<file path="src/irq_flag_pkg.sv">
`default_nettype none
package irq_flag_pkg;

  // Register indices; the byte address is four times the index
  localparam logic [15:0] REQ_LOW_IDX   = 16'hFFE0;
  localparam logic [15:0] REQ_HIGH_IDX  = 16'hFFE1;
  localparam logic [15:0] MASK_LOW_IDX  = 16'hFFE4;
  localparam logic [15:0] MASK_HIGH_IDX = 16'hFFE5;
  localparam logic [15:0] EDGE_SEL_IDX  = 16'hFFEC;
  localparam logic [15:0] KEY_SEL_IDX   = 16'hFFF5;
  localparam logic [15:0] CTRL_IDX      = 16'hFFF8;
  localparam logic [15:0] STATUS_IDX    = 16'hFFF9;

  localparam logic [7:0] REQ_RESET     = 8'h00;
  localparam logic [7:0] MASK_RESET    = 8'hFF;
  localparam logic [7:0] SEL_RESET     = 8'h00;
  localparam logic [7:0] REQ_HIGH_KEEP = 8'h81;
  localparam logic [7:0] REQ_LOW_KEEP  = 8'h7F;

  // Field positions: low registers
  localparam int WDT_BIT   = 0;
  localparam int PIN0_BIT  = 1;
  localparam int PIN1_BIT  = 2;
  localparam int PIN2_BIT  = 3;
  localparam int SRX_BIT   = 4;
  localparam int STX_BIT   = 5;
  localparam int BTM_BIT   = 6;
  // High registers
  localparam int KEY_BIT   = 0;
  localparam int WTM_BIT   = 7;
  // Control register
  localparam int CTRL_IE_BIT = 0;
  localparam int CTRL_WM_LSB = 1;

  localparam int NUM_SRC   = 9;

  localparam logic [15:0] VEC_WDT  = 16'h0004;
  localparam logic [15:0] VEC_PIN0 = 16'h0006;
  localparam logic [15:0] VEC_PIN1 = 16'h0008;
  localparam logic [15:0] VEC_PIN2 = 16'h000A;
  localparam logic [15:0] VEC_SER  = 16'h000C;
  localparam logic [15:0] VEC_STX  = 16'h000E;
  localparam logic [15:0] VEC_BTM  = 16'h0010;
  localparam logic [15:0] VEC_WTM  = 16'h0014;
  localparam logic [15:0] VEC_KEY  = 16'h002A;

  localparam logic [1:0] EDGE_FALL = 2'h0;
  localparam logic [1:0] EDGE_RISE = 2'h1;
  localparam logic [1:0] EDGE_BOTH = 2'h3;

  typedef enum logic [1:0] {WD_INTERVAL, WD_MODE1, WD_MODE2} wd_mode_t;

  typedef struct packed {
    logic wdt_overflow;
    logic async_rx_done_request;
    logic three_wire_done_request;
    logic async_tx_done_request;
    logic byte_timer_match_request;
    logic wide_timer_match_request;
  } periph_evt_t;

  typedef struct packed {
    logic        nmi_req;
    logic        irq_req;
    logic [3:0]  irq_level;
    logic [15:0] vector;
  } core_req_t;

  typedef struct packed {
    logic [2:0] pin_s1;
    logic [2:0] pin_s2;
    logic [2:0] pin_d;
    logic [4:0] key_s1;
    logic [4:0] key_s2;
    logic [4:0] key_d;
    logic [7:0] req_low;
    logic [7:0] req_high;
    logic [7:0] mask_low;
    logic [7:0] mask_high;
    logic [7:0] edge_sel;
    logic [7:0] key_sel;
    logic       global_irq_enable;
    wd_mode_t   wd_mode;
    logic       nmi_pend;
    logic [31:0] prdata;
  } ctl_state_t;

endpackage
`default_nettype wire

</file>
<file path="src/prioritized_interrupt_flag_controller.sv">
// How it works
// - Ten sources: one non-maskable, nine maskable.
// - Watchdog overflow in watchdog mode 1 raises non-maskable request, vector 0004H.
// - Watchdog overflow in interval mode raises maskable request, level 0.
// - Pin edges 0,1,2 raise levels 1,2,3, vectors 0006H, 0008H, 000AH.
// - Serial receive and three-wire done share level 4, vector 000CH, one flag.
// - Serial transmit done raises level 5, vector 000EH.
// - Byte timer match raises level 6, vector 0010H.
// - Wide timer match raises level 7, vector 0014H.
// - Key return raises lowest level 8, vector 002AH.
// - Among pending maskable requests the smallest level wins.
// - Request flags set by source or write, cleared by acknowledge, reset, write.
// - Request flag registers reset to 00H; bit and byte writes.
// - Watchdog request flag usable only in interval mode.
// - Mask zero enables servicing, mask one disables.
// - Mask registers reset to FFH; bit and byte writes.
// - Watchdog mask read in watchdog modes is undefined.
// - Pin level change in output mode sets its request flag.
// - Maskable request offered only when flag 1, mask 0, global enable 1.
// - Non-maskable request ignores global enable and beats all maskable ones.
// - Pin edge select: 00 fall, 01 rise, 11 both, 10 prohibited.
// - Key request on falling edge of any selected key pin.
`timescale 1ns/1ns
`default_nettype none
module prioritized_interrupt_flag_controller (
  input  wire logic                      pclk,
  input  wire logic                      presetn,
  input  wire logic                      psel,
  input  wire logic                      penable,
  input  wire logic                      pwrite,
  input  wire logic [17:0]               paddr,
  input  wire logic [31:0]               pwdata,
  input  wire logic [3:0]                pstrb,
  output logic      [31:0]               prdata,
  output logic                           pready,
  output logic                           pslverr,
  input  wire logic [2:0]                ext_pin,
  input  wire logic [4:0]                key_pin,
  input  wire irq_flag_pkg::periph_evt_t periph_evt,
  output irq_flag_pkg::core_req_t        core_req,
  input  wire logic                      ack,
  input  wire logic                      nmi_ack,
  input  wire logic                      global_irq_clear
);

  irq_flag_pkg::ctl_state_t s_reg;
  irq_flag_pkg::ctl_state_t s_next;

  logic [15:0] idx;
  logic        acc;
  logic        wr;
  logic        rd;
  logic        hit;
  logic [8:0]  pend;
  logic [8:0]  flags;
  logic [8:0]  masks;
  logic [3:0]  win;
  logic        any;
  logic [2:0]  pin_edge;
  logic        key_fall;

  // Flags and masks in priority order 0..8
  function automatic logic [8:0] order(input logic [7:0] lo, input logic [7:0] hi);
    order = {hi[irq_flag_pkg::KEY_BIT], hi[irq_flag_pkg::WTM_BIT], lo[6:0]};
  endfunction

  function automatic logic [15:0] vec_of(input logic [3:0] lvl);
    case (lvl)
      4'h0:    vec_of = irq_flag_pkg::VEC_WDT;
      4'h1:    vec_of = irq_flag_pkg::VEC_PIN0;
      4'h2:    vec_of = irq_flag_pkg::VEC_PIN1;
      4'h3:    vec_of = irq_flag_pkg::VEC_PIN2;
      4'h4:    vec_of = irq_flag_pkg::VEC_SER;
      4'h5:    vec_of = irq_flag_pkg::VEC_STX;
      4'h6:    vec_of = irq_flag_pkg::VEC_BTM;
      4'h7:    vec_of = irq_flag_pkg::VEC_WTM;
      default: vec_of = irq_flag_pkg::VEC_KEY;
    endcase
  endfunction

  function automatic logic edge_hit(input logic [1:0] sel, input logic old_v, input logic new_v);
    case (sel)
      irq_flag_pkg::EDGE_FALL: edge_hit = old_v & ~new_v;
      irq_flag_pkg::EDGE_RISE: edge_hit = ~old_v & new_v;
      irq_flag_pkg::EDGE_BOTH: edge_hit = old_v ^ new_v;
      default:                 edge_hit = 1'b0;
    endcase
  endfunction

  function automatic logic [7:0] merge(input logic [7:0] old_v, input logic [7:0] wv, input logic en);
    merge = en ? wv : old_v;
  endfunction

  assign idx     = paddr[17:2];
  assign acc     = psel & penable;
  assign hit     = (idx == irq_flag_pkg::REQ_LOW_IDX) | (idx == irq_flag_pkg::REQ_HIGH_IDX) |
                   (idx == irq_flag_pkg::MASK_LOW_IDX) | (idx == irq_flag_pkg::MASK_HIGH_IDX) |
                   (idx == irq_flag_pkg::EDGE_SEL_IDX) | (idx == irq_flag_pkg::KEY_SEL_IDX) |
                   (idx == irq_flag_pkg::CTRL_IDX) | (idx == irq_flag_pkg::STATUS_IDX);
  assign wr      = acc & pwrite & hit & pstrb[0];
  assign rd      = psel & ~penable & ~pwrite;
  assign pready  = 1'b1;
  assign pslverr = acc & ~hit;
  assign prdata  = s_reg.prdata;

  assign flags = order(s_reg.req_low, s_reg.req_high);
  assign masks = order(s_reg.mask_low, s_reg.mask_high);
  assign pend  = flags & ~masks & {9{s_reg.global_irq_enable}};

  always_comb begin
    win = 4'h0;
    any = 1'b0;
    for (int i = irq_flag_pkg::NUM_SRC - 1; i >= 0; i--) begin
      if (pend[i]) begin
        win = 4'(i);
        any = 1'b1;
      end
    end
  end

  always_comb begin
    for (int i = 0; i < 3; i++) begin
      pin_edge[i] = edge_hit(s_reg.edge_sel[2 * i + 2 +: 2], s_reg.pin_d[i], s_reg.pin_s2[i]);
    end
  end
  // Key select bit 0 covers key pin 0 only; bits 4..7 cover pins 1..4, one pin each
  assign key_fall = |(s_reg.key_d & ~s_reg.key_s2 &
                      {s_reg.key_sel[7:4], s_reg.key_sel[0]});

  always_comb begin
    s_next        = s_reg;
    s_next.pin_s1 = ext_pin;
    s_next.pin_s2 = s_reg.pin_s1;
    s_next.pin_d  = s_reg.pin_s2;
    s_next.key_s1 = key_pin;
    s_next.key_s2 = s_reg.key_s1;
    s_next.key_d  = s_reg.key_s2;

    // Software writes first; hardware sets below win over a same-cycle clear
    if (wr) begin
      case (idx)
        irq_flag_pkg::REQ_LOW_IDX:   s_next.req_low  = merge(s_reg.req_low, pwdata[7:0], 1'b1);
        irq_flag_pkg::REQ_HIGH_IDX:  s_next.req_high = merge(s_reg.req_high, pwdata[7:0], 1'b1);
        irq_flag_pkg::MASK_LOW_IDX:  s_next.mask_low = merge(s_reg.mask_low, pwdata[7:0], 1'b1);
        irq_flag_pkg::MASK_HIGH_IDX: s_next.mask_high = merge(s_reg.mask_high, pwdata[7:0], 1'b1);
        irq_flag_pkg::EDGE_SEL_IDX:  s_next.edge_sel = pwdata[7:0];
        irq_flag_pkg::KEY_SEL_IDX:   s_next.key_sel  = pwdata[7:0];
        irq_flag_pkg::CTRL_IDX: begin
          s_next.global_irq_enable = pwdata[irq_flag_pkg::CTRL_IE_BIT];
          case (pwdata[irq_flag_pkg::CTRL_WM_LSB +: 2])
            2'h1:    s_next.wd_mode = irq_flag_pkg::WD_MODE1;
            2'h2:    s_next.wd_mode = irq_flag_pkg::WD_MODE2;
            default: s_next.wd_mode = irq_flag_pkg::WD_INTERVAL;
          endcase
        end
        default: ;
      endcase
    end

    // Acknowledge clears the winning flag; acceptance also drops global enable
    if (ack & any) begin
      s_next.global_irq_enable = 1'b0;
      case (win)
        4'h7:    s_next.req_high[irq_flag_pkg::WTM_BIT] = 1'b0;
        4'h8:    s_next.req_high[irq_flag_pkg::KEY_BIT] = 1'b0;
        default: s_next.req_low[win[2:0]] = 1'b0;
      endcase
    end
    if (global_irq_clear) begin
      s_next.global_irq_enable = 1'b0;
    end
    if (nmi_ack) begin
      s_next.nmi_pend          = 1'b0;
      s_next.global_irq_enable = 1'b0;
    end

    if (periph_evt.wdt_overflow) begin
      if (s_reg.wd_mode == irq_flag_pkg::WD_INTERVAL) begin
        s_next.req_low[irq_flag_pkg::WDT_BIT] = 1'b1;
      end else if (s_reg.wd_mode == irq_flag_pkg::WD_MODE1) begin
        s_next.nmi_pend = 1'b1;
      end
    end
    // Outside interval mode the flag is held clear
    if (s_reg.wd_mode != irq_flag_pkg::WD_INTERVAL) begin
      s_next.req_low[irq_flag_pkg::WDT_BIT] = 1'b0;
    end
    for (int i = 0; i < 3; i++) begin
      if (pin_edge[i]) begin
        s_next.req_low[irq_flag_pkg::PIN0_BIT + i] = 1'b1;
      end
    end
    if (periph_evt.async_rx_done_request | periph_evt.three_wire_done_request) begin
      s_next.req_low[irq_flag_pkg::SRX_BIT] = 1'b1;
    end
    if (periph_evt.async_tx_done_request) begin
      s_next.req_low[irq_flag_pkg::STX_BIT] = 1'b1;
    end
    if (periph_evt.byte_timer_match_request) begin
      s_next.req_low[irq_flag_pkg::BTM_BIT] = 1'b1;
    end
    if (periph_evt.wide_timer_match_request) begin
      s_next.req_high[irq_flag_pkg::WTM_BIT] = 1'b1;
    end
    if (key_fall) begin
      s_next.req_high[irq_flag_pkg::KEY_BIT] = 1'b1;
    end
    // Unused request bits stay clear even if software misbehaves
    s_next.req_low  = s_next.req_low & irq_flag_pkg::REQ_LOW_KEEP;
    s_next.req_high = s_next.req_high & irq_flag_pkg::REQ_HIGH_KEEP;

    if (rd) begin
      case (idx)
        irq_flag_pkg::REQ_LOW_IDX:   s_next.prdata = {24'h000000, s_reg.req_low};
        irq_flag_pkg::REQ_HIGH_IDX:  s_next.prdata = {24'h000000, s_reg.req_high};
        irq_flag_pkg::MASK_LOW_IDX:  s_next.prdata = {24'h000000, s_reg.mask_low};
        irq_flag_pkg::MASK_HIGH_IDX: s_next.prdata = {24'h000000, s_reg.mask_high};
        irq_flag_pkg::EDGE_SEL_IDX:  s_next.prdata = {24'h000000, s_reg.edge_sel};
        irq_flag_pkg::KEY_SEL_IDX:   s_next.prdata = {24'h000000, s_reg.key_sel};
        irq_flag_pkg::CTRL_IDX:
          s_next.prdata = {29'h0, s_reg.wd_mode, s_reg.global_irq_enable};
        irq_flag_pkg::STATUS_IDX:
          s_next.prdata = {26'h0, s_reg.nmi_pend, any, win};
        default: s_next.prdata = 32'h00000000;
      endcase
    end
  end

  always_ff @(posedge pclk or negedge presetn) begin
    if (!presetn) begin
      s_reg           <= '0;
      s_reg.req_low   <= irq_flag_pkg::REQ_RESET;
      s_reg.req_high  <= irq_flag_pkg::REQ_RESET;
      s_reg.mask_low  <= irq_flag_pkg::MASK_RESET;
      s_reg.mask_high <= irq_flag_pkg::MASK_RESET;
      s_reg.edge_sel  <= irq_flag_pkg::SEL_RESET;
      s_reg.key_sel   <= irq_flag_pkg::SEL_RESET;
      s_reg.wd_mode   <= irq_flag_pkg::WD_INTERVAL;
    end else begin
      s_reg <= s_next;
    end
  end

  // Non-maskable path bypasses global enable and priority
  always_comb begin
    core_req.nmi_req   = s_reg.nmi_pend;
    core_req.irq_req   = any & ~s_reg.nmi_pend;
    core_req.irq_level = win;
    core_req.vector    = s_reg.nmi_pend ? irq_flag_pkg::VEC_WDT : vec_of(win);
  end

  property p_nmi_first;
    @(posedge pclk) disable iff (!presetn) s_reg.nmi_pend |-> !core_req.irq_req && core_req.vector == 16'h0004;
  endproperty
  a_nmi_first: assert property (p_nmi_first) else $error("nmi not first");

  property p_gate;
    @(posedge pclk) disable iff (!presetn) core_req.irq_req |-> s_reg.global_irq_enable && flags[win] && !masks[win];
  endproperty
  a_gate: assert property (p_gate) else $error("ungated request offered");

  property p_prio;
    @(posedge pclk) disable iff (!presetn) any |-> (pend & ((9'h001 << win) - 9'h001)) == 9'h000;
  endproperty
  a_prio: assert property (p_prio) else $error("priority wrong");

  property p_btm_set;
    @(posedge pclk) disable iff (!presetn) periph_evt.byte_timer_match_request |=> s_reg.req_low[6];
  endproperty
  a_btm_set: assert property (p_btm_set) else $error("byte timer flag lost");

  property p_wtm_set;
    @(posedge pclk) disable iff (!presetn) periph_evt.wide_timer_match_request |=> s_reg.req_high[7];
  endproperty
  a_wtm_set: assert property (p_wtm_set) else $error("wide timer flag lost");

  property p_ser_set;
    @(posedge pclk) disable iff (!presetn)
      (periph_evt.async_rx_done_request || periph_evt.three_wire_done_request) |=> s_reg.req_low[4];
  endproperty
  a_ser_set: assert property (p_ser_set) else $error("serial flag lost");

  property p_wdt_nmi;
    @(posedge pclk) disable iff (!presetn)
      periph_evt.wdt_overflow && s_reg.wd_mode == irq_flag_pkg::WD_MODE1 |=> core_req.nmi_req;
  endproperty
  a_wdt_nmi: assert property (p_wdt_nmi) else $error("watchdog nmi missing");

  property p_wdt_hold;
    @(posedge pclk) disable iff (!presetn) s_reg.wd_mode != irq_flag_pkg::WD_INTERVAL |-> ##1 !s_reg.req_low[0];
  endproperty
  a_wdt_hold: assert property (p_wdt_hold) else $error("watchdog flag not held");

  property p_vec;
    @(posedge pclk) disable iff (!presetn) core_req.irq_req && win == 4'h8 |-> core_req.vector == 16'h002A;
  endproperty
  a_vec: assert property (p_vec) else $error("key vector wrong");

  property p_unused;
    @(posedge pclk) disable iff (!presetn) !s_reg.req_low[7] && s_reg.req_high[6:1] == 6'h00;
  endproperty
  a_unused: assert property (p_unused) else $error("unused flag set");

  property p_ie_gate;
    @(posedge pclk) disable iff (!presetn) !s_reg.global_irq_enable |-> !core_req.irq_req;
  endproperty
  a_ie_gate: assert property (p_ie_gate) else $error("request offered while disabled");

  property p_ack_ie;
    @(posedge pclk) disable iff (!presetn) ack && any |=> !s_reg.global_irq_enable;
  endproperty
  a_ack_ie: assert property (p_ack_ie) else $error("enable kept after acceptance");

  property p_nmi_clear;
    @(posedge pclk) disable iff (!presetn) nmi_ack && !periph_evt.wdt_overflow |=> !core_req.nmi_req;
  endproperty
  a_nmi_clear: assert property (p_nmi_clear) else $error("nmi kept after acceptance");

  property p_wdt_flag;
    @(posedge pclk) disable iff (!presetn)
      periph_evt.wdt_overflow && s_reg.wd_mode == irq_flag_pkg::WD_INTERVAL |=> s_reg.req_low[0];
  endproperty
  a_wdt_flag: assert property (p_wdt_flag) else $error("interval flag lost");

  // Mode 2 overflow must not reach the core as a request
  property p_wdt_quiet;
    @(posedge pclk) disable iff (!presetn)
      periph_evt.wdt_overflow && s_reg.wd_mode == irq_flag_pkg::WD_MODE2 && !s_reg.nmi_pend
      |=> !core_req.nmi_req;
  endproperty
  a_wdt_quiet: assert property (p_wdt_quiet) else $error("mode 2 raised nmi");

  property p_pin_set;
    @(posedge pclk) disable iff (!presetn)
      pin_edge != 3'h0 |=> (s_reg.req_low[3:1] & $past(pin_edge)) == $past(pin_edge);
  endproperty
  a_pin_set: assert property (p_pin_set) else $error("pin flag lost");

  property p_key_set;
    @(posedge pclk) disable iff (!presetn) key_fall |=> s_reg.req_high[0];
  endproperty
  a_key_set: assert property (p_key_set) else $error("key flag lost");

  property p_stx_set;
    @(posedge pclk) disable iff (!presetn) periph_evt.async_tx_done_request |=> s_reg.req_low[5];
  endproperty
  a_stx_set: assert property (p_stx_set) else $error("transmit flag lost");

  c_nmi: cover property (@(posedge pclk) disable iff (!presetn) core_req.nmi_req);
  c_key: cover property (@(posedge pclk) disable iff (!presetn) core_req.irq_req && win == 4'h8);
  c_ack: cover property (@(posedge pclk) disable iff (!presetn) ack && any ##1 !any);
  c_pin: cover property (@(posedge pclk) disable iff (!presetn) pin_edge != 3'h0);
  c_nmi_over: cover property (@(posedge pclk) disable iff (!presetn) core_req.nmi_req && any);

endmodule
`default_nettype wire

</file>
<file path="config.mk">
export PLATFORM = sky130hd
export DESIGN_NAME = prioritized_interrupt_flag_controller
export DESIGN_NICKNAME = d
export VERILOG_FILES = /design/src/irq_flag_pkg.sv /design/src/prioritized_interrupt_flag_controller.sv
export SDC_FILE = /design/constraint.sdc
export NUM_CORES = 1
export LEC_CHECK = 0
export ABC_CLOCK_PERIOD_IN_PS = 2730
export BUFFER_PORTS_ARGS = -buffer_cell sky130_fd_sc_hd__clkbuf_2
export CAP_MARGIN = 20
export CORE_MARGIN = 2
export CORE_UTILIZATION = 51
export CTS_CLUSTER_SIZE = 25
export DETAILED_ROUTE_END_ITERATION = 10
export GPL_TIMING_DRIVEN = 0
export PLACE_DENSITY = 0.84
export SLEW_MARGIN = 20
export SYNTH_ARGS = -nofsm -noshare
export SYNTH_HDL_FRONTEND = slang
export SYNTH_SLANG_ARGS = --single-unit
</file>
<file path="constraint.sdc">
create_clock -name pclk -period 2.73 [get_ports pclk]
set_input_delay 0.546 -clock pclk [delete_from_list [all_inputs] [get_ports pclk]]
set_output_delay 0.546 -clock pclk [all_outputs]
set_load 0.01 [all_outputs]
</file>
Word level (Yosys, flattened, before mapping)
Memory sizes are Yosys's and may differ from the RTL's.
Index checks and enable logic that the tools add are counted.
{ "word_totals": {"register_bits": 101, "latch_bits": 0, "ram_bits": 0, "rom_bits": 32, "out_inout_bits": 56, "word_cells": 156, "mem_count": 1} }
{ "op_classes": {"add_sub_neg": 0, "n_mul": 0, "div": 0, "order_cmp": 2, "n_eq_ne": 19, "shifts": 0, "mux": 58, "n_bitwise": 44, "n_reduce_logical": 16} }
{ "memory_table": {"columns": ["memory", "depth", "width", "rd", "rd_ports_with_merged_regs", "wr", "line_no", "source"], "rows": [
  ["(no name shown)", 8, 4, 1, 0, 0, "prioritized_interrupt_flag_controller.sv:68", "case (lvl)"]
]} }
{ "op_table": {"columns": ["op", "n"], "rows": [
  ["== test 16 bit (second input constant)", 8],
  ["case mux 8 bit (8 select lines)", 1],
  ["2-to-1 mux 50 bit", 1],
  ["2-to-1 mux 8 bit", 6],
  ["2-to-1 mux 4 bit", 9],
  ["2-to-1 mux 16 bit", 2],
  ["2-to-1 mux 1 bit", 31],
  ["bitwise AND 9 bit", 2],
  ["bitwise AND 1 bit", 15],
  ["2-to-1 mux 7 bit", 2],
  ["AND reduction 2 bit", 6],
  ["bitwise AND 5 bit", 2],
  ["== test 2 x 1 -> 1 bit (second input constant)", 5],
  ["NOT 1 bit", 10],
  ["NOT 9 bit", 1],
  ["case mux 1 bit (3 select lines)", 3],
  ["== test 2 bit (second input constant)", 4],
  ["zero test 2 bit", 4],
  ["bitwise OR 1 bit", 8],
  ["nonzero test 4 bit", 2],
  ["bitwise AND 7 bit", 1],
  ["NOT 7 bit", 1],
  ["NOT 5 bit", 1],
  ["OR reduction 5 bit", 1],
  ["other kinds (11)", 13]
]} }

Depth between registers and ports, before layout
{ "logic_depth": {"depth_word": 23, "ltp_mapped": 8, "depth_no_buf": 8} }

Worst setup path after synthesis
No wires, ideal clock.
{ "synth_path": {"path_kind": "register -> output", "start": "reg s_reg, in the netlist masks[3]", "end": "out core_req[3] in the netlist's numbering", "arrival_time_ns": 1.886, "required_time_ns": 2.184, "path_slack_ns": 0.298, "stages_incl_launch_ff": 6, "path_buffers": 0, "cell_sequence": "dfstp_2 > nor2b_1 > o41ai_1 > and2_1 > ha_1 > a21oi_1"} }
{ "synth_rtl": {"columns": ["item", "line_no", "source"], "rows": [
  ["from (decl)", "prioritized_interrupt_flag_controller.sv:46", "irq_flag_pkg::ctl_state_t s_reg;"],
  ["from (signal assigned)", "prioritized_interrupt_flag_controller.sv:240", "s_reg <= s_next;"],
  ["to (decl)", "prioritized_interrupt_flag_controller.sv:40", "output irq_flag_pkg::core_req_t core_req,"]
]} }

==> impl_results.md <==
* Status: complete, no violations
* Final hold viol count at 0
* Non-filler cells, final at 630
* Peak per-stage delay on the critical path at 590 ps
* H-tree depth reported by CTS at 3
* Worst slew margin relative to its limit at 46.7%
* Number of cells on the worst reg-to-reg path at 7
* Synthesized instance count at 400
* Critical Path Source Type: register
* Detailed-routing iteration count for the pre-antenna-repair pass at 4
* Global routing usage summed across all routing layers at around a quarter
* TritonCTS sink count at 77
* Clock latency on the worst-skew pair at 360 ps
* Antenna violations before repair at 0
* CP cell instances: nor2b_4 > o41ai_2 > buf_4 > nand3_4 > nor2_4 > inv_2 > and3_1 > buf_2
* Initial core utilization at between 50% and 60%
* Power density cells at 409 nW/um2
* Total of endpoints with negative setup slack in the final report at 0
* Final Critical Period at 2730 ps
* Core Area at 8130 um2
* Place WS at 61.8 ps
* Clock tree skew after final layout at 9.81 ps
* Minimum setup slack in the final design at 0.395 ps
* PortBufs at 62
* Combinational Power Share at under 10%
* Cell internal power dissipation at roughly 1.6 mW
* Slew Viols, Final at 0
* Data required time of the critical path at about 2200 ps
* Share of power burned in the clock network at 37.1%
* Setup repair after global routing missed its margin: yes
* Worst setup slack for register-to-register paths at 400 ps
* Sw frac at 25.8%
* Drt initial violations at about 120
* Crit path arrival time at between 2000 and 2500 ps
* First-pass GRT wire length at 16.0 mm
* Number of synthesized flops with an enable pin at 0
* Total power after layout at 2.15 mW
* Final layout net count at 606
* Cell with the biggest individual delay on the critical path: sky130_fd_sc_hd__dfstp_2
* Post-Place Cells at 602
* Worst-margin pin slew at just under 800 ps
* Via count at 3,434
* Most used DFF post-synth: sky130_fd_sc_hd__dfrtp_1
* Max rail drop VDD at 0.311 mV
* Hold-fix buffers, CTS at 0
* Reported net switching power at 0.554 mW
* Cell type contributing the most total cell area after synthesis: sky130_fd_sc_hd__dfrtp_1
* Cell at the root of the clock tree: sky130_fd_sc_hd__clkbuf_8
* Worst flop-to-flop path endpoint: flags[4]
* Number of distinct standard cells referenced by the synthesized netlist at 64
* CTS tree: built
* Main area contributors after synthesis: sky130_fd_sc_hd__dfrtp_1 (36%), sky130_fd_sc_hd__dfstp_2 (9.9%), sky130_fd_sc_hd__mux2_2 (9.0%), sky130_fd_sc_hd__buf_4 (8.1%), sky130_fd_sc_hd__mux2i_1 (4.0%)
* Fraction of final layout cells with drive strength greater than 1 at between 40% and 50%
* Sequential area share after synthesis at 45.8%
* Number of global-route vias before repair at between 3,000 and 4,000
* Yosys reg bits at 77
* Critical Path Fanout Max at 6
* Number of max-capacitance violations reported at 0
* Synth Warn # at 0
* Grt total ovfl at 0
* Via count normalized by instance count at 5.45
* DP Wirelength at 8.09 mm
* Top-Level Pins at 132
* Die height at 95.3 um
* Average wire length per cell after detail routing at 16.7 um
* Final clock period utilization by the worst path at ~100%
* Area Growth Syn to Fin at 23.9%
* Antenna diode count at 0
* Highest clock rate at 366 MHz
* Post-synthesis instance area at 4250 um2
* Wire length reported by the detailed router at about 11 mm
* Maximum number of pins on one net before global-route repair at 47
* Max clock buf depth at 2
* Final Util at 64.7%
* Largest register FFs at 34
* Die Outline Area at 9080 um2
* Routability-driven placement congestion ratio at 0.898
* Beginning of the worst register-to-register path: masks[5]
* Die Width at 95.3 um
* Total CTS buffers at 9
* CTS clk-pin slew, worst paths at 80 ps
* DRC violation count after routing at 0
* Sequential power share at between 50% and 60%
* Mean instance size in the synthesized netlist at 10.6 um2
* Final ANT Viol Nets at 0
* Leakage power of the design at around 2.6 nW
* Worst setup path class: reg2out
* Worst-case hold slack at 145 ps
* Endpoint class of the critical path: primary output
* Share of synthesized flip-flops with an asynchronous set or reset at 100%
* Proportion of netlist area held by the largest area contributor at 35.9%
* Std-Cell Rows at 33
* Path type of the worst min-delay path: in2async
area by class of cell:
class	instances	area, um2
Buffer	57	412
Clock buffer	10	138
Clock inverter	6	45.0
Fill cell	659	2870
Inverter	15	56.3
Multi-Input combinational cell	285	2100
Sequential cell	77	1950
Tap cell	105	131
Timing Repair Buffer	75	430
logic make-up (layout without fill, tap and decap cells):
| logic type | Yosys count | count (layout) | synth area share [%] |
|---|---|---|---|
| AND/OR/NAND/NOR | 117 | 117 | 16.3 |
| other | 2 | 36 | 0.177 |
| XOR/XNOR | 1 | 1 | 0.206 |
| buffers and inverters | 72 | 163 | 11.0 |
| flip-flops | 77 | 77 | 45.8 |
| adder cells (fa/ha/maj) | 10 | 10 | 2.94 |
| AO/OA/AOI/OAI | 70 | 70 | 10.6 |
| multiplexers | 51 | 51 | 13.0 |
worst max-delay path, delay by kind of cell (launching register included):
kind	cells	cell delay, ps
AOI/OAI and AO/OA	1	320
buffers and inverters	3	400
DFF	1	590
and+or+nand+nor	4	510
cell usage after synthesis, drive strengths merged, types with 10 or more instances:
master  instances
a21oi          25
buf            54
dfrtp          61
dfstp          16
ha             10
inv            15
mux2           34
mux2i          17
nand2          19
nor2           27
o21ai          11
power by group through the flow:
stage / Combinational (mW) / Sequential, mW / Clock [mW]
CTS: 0.187 / 1.17 / 0.822
detailed placement: 0.186 / 1.19 / 0
finish: 0.188 / 1.17 / 0.798
global placement: 0.176 / 1.19 / 0
floorplan: 0.103 / 1.19 / 0
global route: 0.212 / 1.17 / 0.878
routing by layer:
layer	vias to the layer above	share of wire [%]	GRT usage, %
li1	1588	-	-
met5	-	0	0
met1	1647	42	31.2
met4	0	3.6	11.7
met2	176	46	38.4
met3	23	7.7	4.19
repair_timing:
item                       in CTS  in global routing
pin swaps                       3                  8
buffers inserted                4                  8
setup endpoints to repair       7                  4
resized for setup              15                 23
worst max path at each step:
stage | slack, ps | cells past startpoint | to | startpoint
floorplan | 300 | 5 | core_req[3] | masks[3]
global placement | 40 | 6 | core_req[3] | masks[3]
detailed placement | 60 | 7 | core_req[3] | masks[6]
CTS | -30 | 6 | core_req[3] | masks[5]
global route | -70 | 7 | core_req[3] | masks[6]
finish | 0.4 | 8 | core_req[4] | masks[3]
layout by cell type, fill, tap and decap left out, drive strengths merged, types with 16 or more instances in the layout:
master,n
clkbuf,71
mux2i,17
dfstp,16
nor2,27
buf,71
a21oi,25
dfrtp,61
mux2,34
nand2,19
inv,17
conb,36
per-stage QoR:
stage,setup TNS [ps],area (um2)
2_1_floorplan,0,4380
3_3_place_gp,0,4820
3_5_place_dp,0,4850
4_1_cts,-51.5,5120
5_1_grt,-216,5270
6_report,0,5270
Note: power is estimated with default switching activity, not from simulation.
